===== src/core/isq_defines.svh =====
`ifndef ISQ_DEFINES_SVH
`define ISQ_DEFINES_SVH

`define ISQ_PC_W        11
`define ISQ_PC_RESET    11'h000
`define ISQ_STACK_DEPTH 6
`define ISQ_PHASES      4

`define ISQ_OFF_PCL     4'h0
`define ISQ_OFF_ACC     4'h4
`define ISQ_OFF_STATUS  4'h8
`define ISQ_OFF_CTRL    4'hc

`define ISQ_CTRL_RUN_BIT 0
`define ISQ_CTRL_RESET   1'b1
`define ISQ_ACC_RESET    8'h00
`define ISQ_FLAGS_RESET  4'h0

`endif


===== src/core/isq_pkg.sv =====
`include "isq_defines.svh"
package isq_pkg;

  typedef enum logic [3:0] {
    ISQ_T1 = 4'h1,
    ISQ_T2 = 4'h2,
    ISQ_T3 = 4'h4,
    ISQ_T4 = 4'h8
  } isq_phase_t;

  typedef enum logic [2:0] {
    ISQ_K_NOP   = 3'h0,
    ISQ_K_ALU   = 3'h1,
    ISQ_K_JUMP  = 3'h2,
    ISQ_K_CALL  = 3'h3,
    ISQ_K_RET   = 3'h4,
    ISQ_K_RETURN_FROM_INTERRUPT  = 3'h5,
    ISQ_K_PCLWR = 3'h6
  } isq_kind_t;

  typedef enum logic [3:0] {
    ISQ_OP_ADD  = 4'h0,
    ISQ_OP_ADC  = 4'h1,
    ISQ_OP_SUB  = 4'h2,
    ISQ_OP_SBC  = 4'h3,
    ISQ_OP_DAA  = 4'h4,
    ISQ_OP_AND  = 4'h5,
    ISQ_OP_OR   = 4'h6,
    ISQ_OP_XOR  = 4'h7,
    ISQ_OP_CPL  = 4'h8,
    ISQ_OP_RR   = 4'h9,
    ISQ_OP_RRC  = 4'ha,
    ISQ_OP_RL   = 4'hb,
    ISQ_OP_RLC  = 4'hc,
    ISQ_OP_INC  = 4'hd,
    ISQ_OP_DEC  = 4'he,
    ISQ_OP_PASS = 4'hf
  } isq_alu_op_t;

  typedef enum logic [1:0] {
    ISQ_SK_NONE    = 2'h0,
    ISQ_SK_ZERO    = 2'h1,
    ISQ_SK_NONZERO = 2'h2
  } isq_skip_t;

  // decoded instruction as delivered by the fetch path
  typedef struct packed {
    isq_kind_t             kind;
    isq_alu_op_t           op;
    isq_skip_t             skip;
    logic                  use_acc;
    logic                  wb_en;
    logic                  to_mem;
    logic [`ISQ_PC_W-1:0]  target;
    logic [7:0]            operand;
  } isq_cmd_t;

  typedef struct packed {
    logic ov;
    logic z;
    logic ac;
    logic c;
  } isq_flags_t;

  // upd mask follows isq_flags_t order {ov,z,ac,c}
  typedef struct packed {
    logic [7:0] res;
    logic       c;
    logic       ac;
    logic       ov;
    logic [3:0] upd;
  } isq_alu_res_t;

endpackage


===== src/core/isq_sequencer.sv =====
`timescale 1ns/100ps
`default_nettype none
`include "isq_defines.svh"
module isq_sequencer #(
  parameter int STACK_DEPTH = `ISQ_STACK_DEPTH
) (
  // clock and reset
  input  wire logic                   clk_in,
  input  wire logic                   arst_n_in,
  // avalon-mm register slave
  input  wire logic [3:0]             avs_address_in,
  input  wire logic                   avs_read_in,
  input  wire logic                   avs_write_in,
  input  wire logic [31:0]            avs_writedata_in,
  input  wire logic [3:0]             avs_byteenable_in,
  output logic [31:0]                 avs_readdata_out,
  output logic                        avs_waitrequest_out,
  // program memory fetch path
  output logic [`ISQ_PC_W-1:0]        fetch_addr_out,
  output logic                        fetch_req_out,
  input  wire isq_pkg::isq_cmd_t      fetch_cmd_in,
  // interrupt logic
  input  wire logic                   int_req_in,
  input  wire logic [`ISQ_PC_W-1:0]   int_vector_in,
  output logic                        int_ack_out,
  output logic                        int_return_out,
  // data memory write-back
  output logic [7:0]                  dmem_wdata_out,
  output logic                        dmem_we_out,
  // instruction phase clocks
  output logic [3:0]                  phase_out
);

  localparam int SP_W = $clog2(STACK_DEPTH + 1);
  localparam int IX_W = $clog2(STACK_DEPTH);
  localparam logic [SP_W-1:0] DEPTH_MAX = SP_W'(STACK_DEPTH);
  localparam logic [IX_W-1:0] IX_LAST = IX_W'(STACK_DEPTH - 1);
  localparam isq_pkg::isq_cmd_t NOP_CMD = '0;

  // 8-bit alu, one function for every class of operation
  function automatic isq_pkg::isq_alu_res_t isq_alu(
    input isq_pkg::isq_alu_op_t op,
    input logic [7:0]           a,
    input logic [7:0]           b,
    input logic                 cin,
    input logic                 acin
  );
    isq_pkg::isq_alu_res_t r;
    logic [8:0] sum;
    logic [8:0] adj;
    logic [4:0] nib;
    logic [7:0] bs;
    logic       ci;
    r   = '0;
    bs  = (op == isq_pkg::ISQ_OP_SUB || op == isq_pkg::ISQ_OP_SBC) ?
          ~b : b;
    ci  = (op == isq_pkg::ISQ_OP_SUB) ? 1'b1 :
          (op == isq_pkg::ISQ_OP_ADD) ? 1'b0 : cin;
    sum = {1'b0, a} + {1'b0, bs} + {8'h00, ci};
    nib = {1'b0, a[3:0]} + {1'b0, bs[3:0]} + {4'h0, ci};
    adj = {1'b0, a};
    if (a[3:0] > 4'h9 || acin) adj = adj + 9'h006;
    if (adj[7:4] > 4'h9 || cin || adj[8]) adj = adj + 9'h060;
    case (op)
      isq_pkg::ISQ_OP_ADD, isq_pkg::ISQ_OP_ADC,
      isq_pkg::ISQ_OP_SUB, isq_pkg::ISQ_OP_SBC: begin
        r.res = sum[7:0];
        r.c   = sum[8];  // on subtract: set means no borrow
        r.ac  = nib[4];
        r.ov  = (a[7] == bs[7]) && (sum[7] != a[7]);
        r.upd = 4'hf;
      end
      isq_pkg::ISQ_OP_DAA: begin
        r.res = adj[7:0];
        r.c   = adj[8] | cin;
        r.upd = 4'h1;
      end
      isq_pkg::ISQ_OP_AND: begin
        r.res = a & b;
        r.upd = 4'h4;
      end
      isq_pkg::ISQ_OP_OR: begin
        r.res = a | b;
        r.upd = 4'h4;
      end
      isq_pkg::ISQ_OP_XOR: begin
        r.res = a ^ b;
        r.upd = 4'h4;
      end
      isq_pkg::ISQ_OP_CPL: begin
        r.res = ~b;
        r.upd = 4'h4;
      end
      isq_pkg::ISQ_OP_RR:  r.res = {b[0], b[7:1]};
      isq_pkg::ISQ_OP_RRC: begin
        r.res = {cin, b[7:1]};
        r.c   = b[0];
        r.upd = 4'h1;
      end
      isq_pkg::ISQ_OP_RL:  r.res = {b[6:0], b[7]};
      isq_pkg::ISQ_OP_RLC: begin
        r.res = {b[6:0], cin};
        r.c   = b[7];
        r.upd = 4'h1;
      end
      isq_pkg::ISQ_OP_INC: begin
        r.res = b + 8'h01;
        r.upd = 4'h4;
      end
      isq_pkg::ISQ_OP_DEC: begin
        r.res = b - 8'h01;
        r.upd = 4'h4;
      end
      default: r.res = b;  // pass, used by plain skip tests
    endcase
    return r;
  endfunction

  isq_pkg::isq_phase_t   phase_r;
  isq_pkg::isq_cmd_t     fetched_r;
  isq_pkg::isq_cmd_t     exec_r;
  isq_pkg::isq_flags_t   flags_r;
  isq_pkg::isq_alu_res_t alu;
  logic [`ISQ_PC_W-1:0]  pc_r;
  logic [`ISQ_PC_W-1:0]  pc_nxt;
  logic [`ISQ_PC_W-1:0]  stack_mem [STACK_DEPTH];
  logic [`ISQ_PC_W-1:0]  stack_top;
  logic [SP_W-1:0]       depth_r;
  logic [IX_W-1:0]       wr_ix_r;
  logic [IX_W-1:0]       top_ix;
  logic [7:0]            acc_r;
  logic [7:0]            pcl_data_r;
  logic [7:0]            b_opnd;
  logic [31:0]           rdata_r;
  logic                  pcl_pend_r;
  logic                  run_r;
  logic                  ack_r;
  logic                  end_t4;
  logic                  res_zero;
  logic                  skip_take;
  logic                  stack_full;
  logic                  flush;
  logic                  push;
  logic                  pop;
  logic                  int_take;
  logic                  pcl_take;
  logic                  bus_req;
  logic                  bus_wr;

  assign end_t4     = run_r && phase_r == isq_pkg::ISQ_T4;
  assign stack_full = depth_r == DEPTH_MAX;
  assign top_ix     = (wr_ix_r == '0) ? IX_LAST : wr_ix_r - IX_W'(1);
  assign stack_top  = stack_mem[top_ix];
  assign b_opnd     = exec_r.use_acc ? acc_r : exec_r.operand;
  assign alu        = isq_alu(exec_r.op, acc_r, b_opnd, flags_r.c,
                              flags_r.ac);
  assign res_zero   = alu.res == 8'h00;
  assign skip_take  = exec_r.kind == isq_pkg::ISQ_K_ALU &&
                      ((exec_r.skip == isq_pkg::ISQ_SK_ZERO && res_zero) ||
                       (exec_r.skip == isq_pkg::ISQ_SK_NONZERO &&
                        !res_zero));

  // phase ring; holding it while stopped freezes the whole sequence
  always_ff @(posedge clk_in or negedge arst_n_in) begin
    if (!arst_n_in) begin
      phase_r <= isq_pkg::ISQ_T1;
    end else if (run_r) begin
      case (phase_r)
        isq_pkg::ISQ_T1: phase_r <= isq_pkg::ISQ_T2;
        isq_pkg::ISQ_T2: phase_r <= isq_pkg::ISQ_T3;
        isq_pkg::ISQ_T3: phase_r <= isq_pkg::ISQ_T4;
        isq_pkg::ISQ_T4: phase_r <= isq_pkg::ISQ_T1;
        default:         phase_r <= isq_pkg::ISQ_T1;
      endcase
    end
  end
  assign phase_out = phase_r;

  // flow decision for the instruction finishing in this cycle
  always_comb begin
    pc_nxt   = pc_r + `ISQ_PC_W'(1);
    flush    = 1'b0;
    push     = 1'b0;
    pop      = 1'b0;
    int_take = 1'b0;
    pcl_take = 1'b0;
    case (exec_r.kind)
      isq_pkg::ISQ_K_JUMP: begin
        pc_nxt = exec_r.target;
        flush  = 1'b1;
      end
      isq_pkg::ISQ_K_CALL: begin
        pc_nxt = exec_r.target;
        flush  = 1'b1;
        push   = 1'b1;
      end
      isq_pkg::ISQ_K_RET, isq_pkg::ISQ_K_RETURN_FROM_INTERRUPT: begin
        pc_nxt = stack_top;
        flush  = 1'b1;
        pop    = 1'b1;
      end
      isq_pkg::ISQ_K_PCLWR: begin
        pc_nxt = {pc_r[`ISQ_PC_W-1:8], exec_r.operand};
        flush  = 1'b1;
      end
      default: begin
        if (skip_take) begin
          flush = 1'b1;
        end else if (pcl_pend_r) begin
          pcl_take = 1'b1;
          pc_nxt   = {pc_r[`ISQ_PC_W-1:8], pcl_data_r};
          flush    = 1'b1;
        end else if (int_req_in && !stack_full) begin
          int_take = 1'b1;
          push     = 1'b1;
          pc_nxt   = int_vector_in;
          flush    = 1'b1;
        end
      end
    endcase
  end

  // counter; its value during a cycle is the address being fetched
  always_ff @(posedge clk_in or negedge arst_n_in) begin
    if (!arst_n_in) begin
      pc_r <= `ISQ_PC_RESET;
    end else if (end_t4) begin
      pc_r <= pc_nxt;
    end
  end

  // fetch in the first phase, hand over to execute at cycle end
  always_ff @(posedge clk_in or negedge arst_n_in) begin
    if (!arst_n_in) begin
      fetched_r <= NOP_CMD;
      exec_r    <= NOP_CMD;
    end else begin
      if (run_r && phase_r == isq_pkg::ISQ_T1) begin
        fetched_r <= fetch_cmd_in;
      end
      if (end_t4) begin
        exec_r <= flush ? NOP_CMD : fetched_r;
      end
    end
  end
  assign fetch_req_out  = run_r && phase_r == isq_pkg::ISQ_T1;
  assign fetch_addr_out = pc_r;

  // return stack; no port reaches it, so software cannot see it
  always_ff @(posedge clk_in or negedge arst_n_in) begin
    if (!arst_n_in) begin
      depth_r <= '0;
      wr_ix_r <= '0;
    end else if (end_t4 && push) begin
      stack_mem[wr_ix_r] <= pc_r;
      wr_ix_r <= (wr_ix_r == IX_LAST) ? '0 : wr_ix_r + IX_W'(1);
      if (!stack_full) depth_r <= depth_r + SP_W'(1);
    end else if (end_t4 && pop) begin
      wr_ix_r <= top_ix;
      if (depth_r != '0) depth_r <= depth_r - SP_W'(1);
    end
  end

  // acknowledge and return pulses toward the interrupt logic
  always_ff @(posedge clk_in or negedge arst_n_in) begin
    if (!arst_n_in) begin
      int_ack_out    <= 1'b0;
      int_return_out <= 1'b0;
    end else begin
      int_ack_out    <= end_t4 && int_take;
      int_return_out <= end_t4 && exec_r.kind == isq_pkg::ISQ_K_RETURN_FROM_INTERRUPT;
    end
  end

  // alu write-back and flags; bus write to the accumulator wins
  always_ff @(posedge clk_in or negedge arst_n_in) begin
    if (!arst_n_in) begin
      acc_r          <= `ISQ_ACC_RESET;
      flags_r        <= `ISQ_FLAGS_RESET;
      dmem_wdata_out <= 8'h00;
      dmem_we_out    <= 1'b0;
    end else begin
      dmem_we_out <= 1'b0;
      if (end_t4 && exec_r.kind == isq_pkg::ISQ_K_ALU) begin
        if (exec_r.wb_en && exec_r.to_mem) begin
          dmem_wdata_out <= alu.res;
          dmem_we_out    <= 1'b1;
        end else if (exec_r.wb_en) begin
          acc_r <= alu.res;
        end
        if (alu.upd[0]) flags_r.c  <= alu.c;
        if (alu.upd[1]) flags_r.ac <= alu.ac;
        if (alu.upd[2]) flags_r.z  <= res_zero;
        if (alu.upd[3]) flags_r.ov <= alu.ov;
      end
      if (bus_wr && avs_address_in == `ISQ_OFF_ACC && avs_byteenable_in[0])
        acc_r <= avs_writedata_in[7:0];
    end
  end

  // avalon slave: one wait cycle, then readdata from a flop
  assign bus_req             = avs_read_in || avs_write_in;
  assign bus_wr              = avs_write_in && ack_r;
  assign avs_waitrequest_out = bus_req && !ack_r;
  assign avs_readdata_out    = rdata_r;

  always_ff @(posedge clk_in or negedge arst_n_in) begin
    if (!arst_n_in) begin
      ack_r   <= 1'b0;
      rdata_r <= 32'h0000_0000;
    end else begin
      ack_r   <= bus_req && !ack_r;
      rdata_r <= 32'h0000_0000;  // unmapped offsets read zero
      case (avs_address_in)
        `ISQ_OFF_PCL:    rdata_r[7:0] <= pc_r[7:0];
        `ISQ_OFF_ACC:    rdata_r[7:0] <= acc_r;
        `ISQ_OFF_STATUS: rdata_r[3:0] <= flags_r;
        `ISQ_OFF_CTRL:   rdata_r[`ISQ_CTRL_RUN_BIT] <= run_r;
        default:         rdata_r <= 32'h0000_0000;
      endcase
    end
  end

  // control and queued page jump; a new write beats the consume
  always_ff @(posedge clk_in or negedge arst_n_in) begin
    if (!arst_n_in) begin
      run_r      <= `ISQ_CTRL_RESET;
      pcl_pend_r <= 1'b0;
      pcl_data_r <= 8'h00;
    end else begin
      if (end_t4 && pcl_take) pcl_pend_r <= 1'b0;
      if (bus_wr && avs_byteenable_in[0]) begin
        if (avs_address_in == `ISQ_OFF_PCL) begin
          pcl_pend_r <= 1'b1;
          pcl_data_r <= avs_writedata_in[7:0];
        end
        if (avs_address_in == `ISQ_OFF_CTRL)
          run_r <= avs_writedata_in[`ISQ_CTRL_RUN_BIT];
      end
    end
  end
endmodule
`default_nettype wire


===== config.mk =====
export PLATFORM = sky130hd
export DESIGN_NAME = isq_sequencer
export DESIGN_NICKNAME = d
export VERILOG_FILES = /design/src/core/isq_pkg.sv /design/src/core/isq_sequencer.sv
export VERILOG_INCLUDE_DIRS = /design/src /design/src/core
export SDC_FILE = /design/constraint.sdc
export NUM_CORES = 1
export LEC_CHECK = 0
export ABC_AREA = 1
export BUFFER_PORTS_ARGS = -buffer_cell sky130_fd_sc_hd__buf_4
export CAP_MARGIN = 0
export CORE_UTILIZATION = 50
export DETAILED_ROUTE_END_ITERATION = 8
export GPL_ROUTABILITY_DRIVEN = 0
export HOLD_SLACK_MARGIN = 0.06
export PLACE_DENSITY = 0.71
export SYNTH_ARGS = -nofsm -noshare
export SYNTH_HDL_FRONTEND = slang
export SYNTH_SLANG_ARGS = --single-unit

===== constraint.sdc =====
create_clock -name clk_in -period 5.6 [get_ports clk_in]
set_clock_uncertainty 0.05 [all_clocks]
set_input_delay 1.12 -clock clk_in [delete_from_list [all_inputs] [get_ports clk_in]]
set_output_delay 1.12 -clock clk_in [all_outputs]
set_load 0.02 [all_outputs]

==> flow_summary.json <==
{
  "fin_tns_setup_ns": 0,
  "reg2reg_to": "exec_r[27]",
  "post_synth_instance_area_um2": 10500,
  "synthAdderAreaFrac_pct": 4.59,
  "ir_worst_vdd_mv": 0.287,
  "fin_crit_sh_pct": 90.1,
  "antenna_cells": 0,
  "cp-endpoint": "exec_r[27]",
  "hold_class": "reg -> reg",
  "core_um2": 20400,
  "period_minus_slack_ns": 5.04,
  "cp-startpoint": "exec_r[26]",
  "synth_cell_type_count": 60,
  "worst_pin_slew_ns": 0.862,
  "layout.area.seq_um2": 5110,
  "vias": 9038,
  "routedWlPerCell_um": 17.8,
  "yosys.area_share.simple_pct": 21.3,
  "finalHoldViolCount": 0,
  "crit_buf_inv": 6,
  "grt_pass1_wl_um": 45500,
  "row_count": 52,
  "antenna_left": 0,
  "crit_path_end_kind": "flip-flop",
  "cts_hold_buf": 0,
  "io_buffers": 95,
  "antenna_found_initial": 0,
  "drt_iter0_drc": 977,
  "cts_tree": "yes",
  "route.detailed.drc": 0,
  "syn_to_final_growth_pct": 14.1,
  "synthCells": 1226,
  "rrSetupSlack_ns": 0.56,
  "yosys_most_used_dff": "dfrtp_1",
  "synth_top_family_by_area": "simple AND/OR/NAND/NOR gates",
  "setup_violations": 0,
  "critPathMaxFanout": 31,
  "path_depth": 28,
  "clk_pin_slew_ns": 0.07,
  "final_cell_mix": "260 x nand2_1, 154 x inv_1, 123 x dfrtp_1",
  "async_flop_share_pct": 65.4,
  "drv_slew": 0,
  "clock_latency_ns": 0.44,
  "relSlewSlack_pct": 42.5,
  "multi_input_area_um2": 4500,
  "max_freq_mhz": 198,
  "avgViaCountPerCell": 5.63,
  "rsz0062_at_grt": "false",
  "leakagePower_nw": 5.55,
  "start_util_pct": 51.4,
  "crit_family": "simple AND/OR/NAND/NOR gates",
  "seq_area_frac_synth_pct": 48.9,
  "synthMuxAreaShare_pct": 0.383,
  "final_common_cell": "nand2_1",
  "synth_compound_area_share_pct": 14.2,
  "grt_max_degree": 70,
  "power.density_nw_per_um2": 513,
  "startpoint_type": "flip-flop",
  "overflow": 0,
  "synth-xor-area-share_pct": 1.59,
  "cts-root-buf": "clkbuf_16",
  "drive_gt1_share_pct": 13.9,
  "ys_ff_latch": 191,
  "wl_um": 28700,
  "ioPinCount": 147,
  "hpwl_um": 20900,
  "cts.sink_count": 191,
  "worstPathArrival_ns": 5.30,
  "dr.pass1.iters": 6,
  "critPathRequiredTime_ns": 5.85,
  "slowest_stage": "dfrtp_1",
  "cts_setup_buffers": 0,
  "r2r-start": "exec_r[26]",
  "final_nets": 1446,
  "synth-edff-count": 66,
  "syn_avg_cell_area_um2": 8.53,
  "die_w_um": 147,
  "final_util_pct": 58.6,
  "dieHeight_um": 147,
  "cts_resized": 0,
  "die_area_um2": 21500,
  "critPathKind": "reg -> reg",
  "grt_pass1_vias": 8531,
  "slowest_delay_ns": 0.45,
  "track_usage_pct": 27.5,
  "crit_path_frequent_cell": "nand2_1",
  "fill_cells": 1831,
  "cts_made_buffers": 17,
  "whs_ns": 0.452,
  "power.total_mw": 6.12,
  "reg2reg_depth": 28,
  "cts_buffer_depth": 2,
  "yosys_warnings": 0,
  "status": "finished, final reports clean",
  "cts.htree.levels": 4,
  "cap_violations": 0
}
report_power, final:
group | internal (mW) | total (mW) | switching [mW]
Sequential | 1.82 | 2.15 | 0.330
Combinational | 0.906 | 2.83 | 1.93
Clock | 0.577 | 1.14 | 0.559
stage by stage:
| step | setup slack (ns) | std cells | cell area [µm²] |
|---|---|---|---|
| after detailed placement | 0.654 | 1574 | 11400 |
| after floorplan | 1.19 | 1249 | 10500 |
| final | 0.555 | 1606 | 11900 |
| after global routing | 0.0385 | 1606 | 11900 |
| after global placement | 0.765 | 1574 | 11400 |
| after CTS | 0.624 | 1606 | 11900 |
Yosys cell counts, types with 3 or more instances:
| cell type | instances | area share [%] |
|---|---|---|
| xor2_1 | 11 | 0.92 |
| buf_4 | 25 | 1.8 |
| nor2_1 | 114 | 4.1 |
| xnor2_1 | 8 | 0.67 |
| a221oi_1 | 4 | 0.33 |
| or2_2 | 3 | 0.18 |
| inv_2 | 10 | 0.36 |
| nand3_1 | 61 | 2.9 |
| nor2_2 | 4 | 0.24 |
| edfxtp_1 | 66 | 19 |
| buf_2 | 4 | 0.19 |
| nand2_1 | 260 | 9.3 |
| o21ai_0 | 102 | 4.9 |
| a21oi_1 | 31 | 1.5 |
| nand3_2 | 4 | 0.38 |
| nor3_1 | 18 | 0.86 |
| a31oi_1 | 12 | 0.72 |
| nand2_2 | 9 | 0.54 |
| o221ai_1 | 21 | 1.8 |
| clkbuf_1 | 22 | 0.79 |
| o311ai_0 | 3 | 0.25 |
| dfrtp_1 | 123 | 29 |
| o211ai_1 | 5 | 0.36 |
| nand4_1 | 27 | 1.6 |
| ha_1 | 32 | 3.8 |
| inv_1 | 154 | 5.5 |
| fa_1 | 4 | 0.77 |
| mux2i_1 | 4 | 0.38 |
| o31ai_1 | 3 | 0.22 |
| o21ai_1 | 8 | 0.38 |
| o22ai_1 | 27 | 1.6 |
| a22o_1 | 6 | 0.50 |
state kept, by name, indices dropped and copies added, names as in the netlist:
register	flops
ack_r	1
run_r	1
depth_r	3
acc_r	8
wr_ix_r	3
exec_r	31
avs_readdata_out	8
flags_r	4
int_return_out	1
dmem_we_out	1
phase_out	4
pcl_data_r	8
fetched_r	31
stack_mem	66
dmem_wdata_out	8
fetch_addr_out	11
int_ack_out	1
pcl_pend_r	1
worst min path at each step:
| stage | slack (ns) | cells after the start | from | to |
|---|---|---|---|---|
| final | 0.45 | 2 | dmem_wdata_out[0] | dmem_wdata_out[0] |
| after global routing | 0.49 | 2 | dmem_wdata_out[7] | dmem_wdata_out[7] |
| after CTS | 0.45 | 2 | dmem_wdata_out[0] | dmem_wdata_out[0] |
| after detailed placement | 0.43 | 2 | dmem_wdata_out[0] | dmem_wdata_out[0] |
| after global placement | 0.42 | 2 | dmem_wdata_out[0] | dmem_wdata_out[0] |
| after floorplan | 0.40 | 2 | flags_r[3] | flags_r[3] |
logic make-up after synthesis:
logic type	count (synthesis)
DFF	191
other	1
buffers and inverters	219
muxes	4
AOI/OAI and AO/OA	242
and+or+nand+nor	514
adders and majority gates	36
xor gates and xnor gates	19
worst min-delay path, cell delays in order (launching register included):
cell     delay, ns
dfrtp_1       0.36
nand2_1       0.05
o21ai_0       0.06
layer usage:
layer | track usage, % | up-vias | part of all wire [%]
li1 | - | 4287 | -
met1 | 38.4 | 4266 | 44
met2 | 43.3 | 425 | 46
met3 | 4.66 | 60 | 7.4
met4 | 9.74 | 0 | 2.6
met5 | 0 | - | 0
area by class of cell:
| class | count | area share, % |
|---|---|---|
| timing repair buffer | 109 | 6.86 |
| clock buffer | 18 | 3.60 |
| sequential | 191 | 42.8 |
| inverter | 165 | 5.21 |
| multi-input combinational | 839 | 37.7 |
| clock inverter | 14 | 0.923 |
| tap | 270 | 2.83 |
Note: power is estimated with default switching activity, not from simulation.
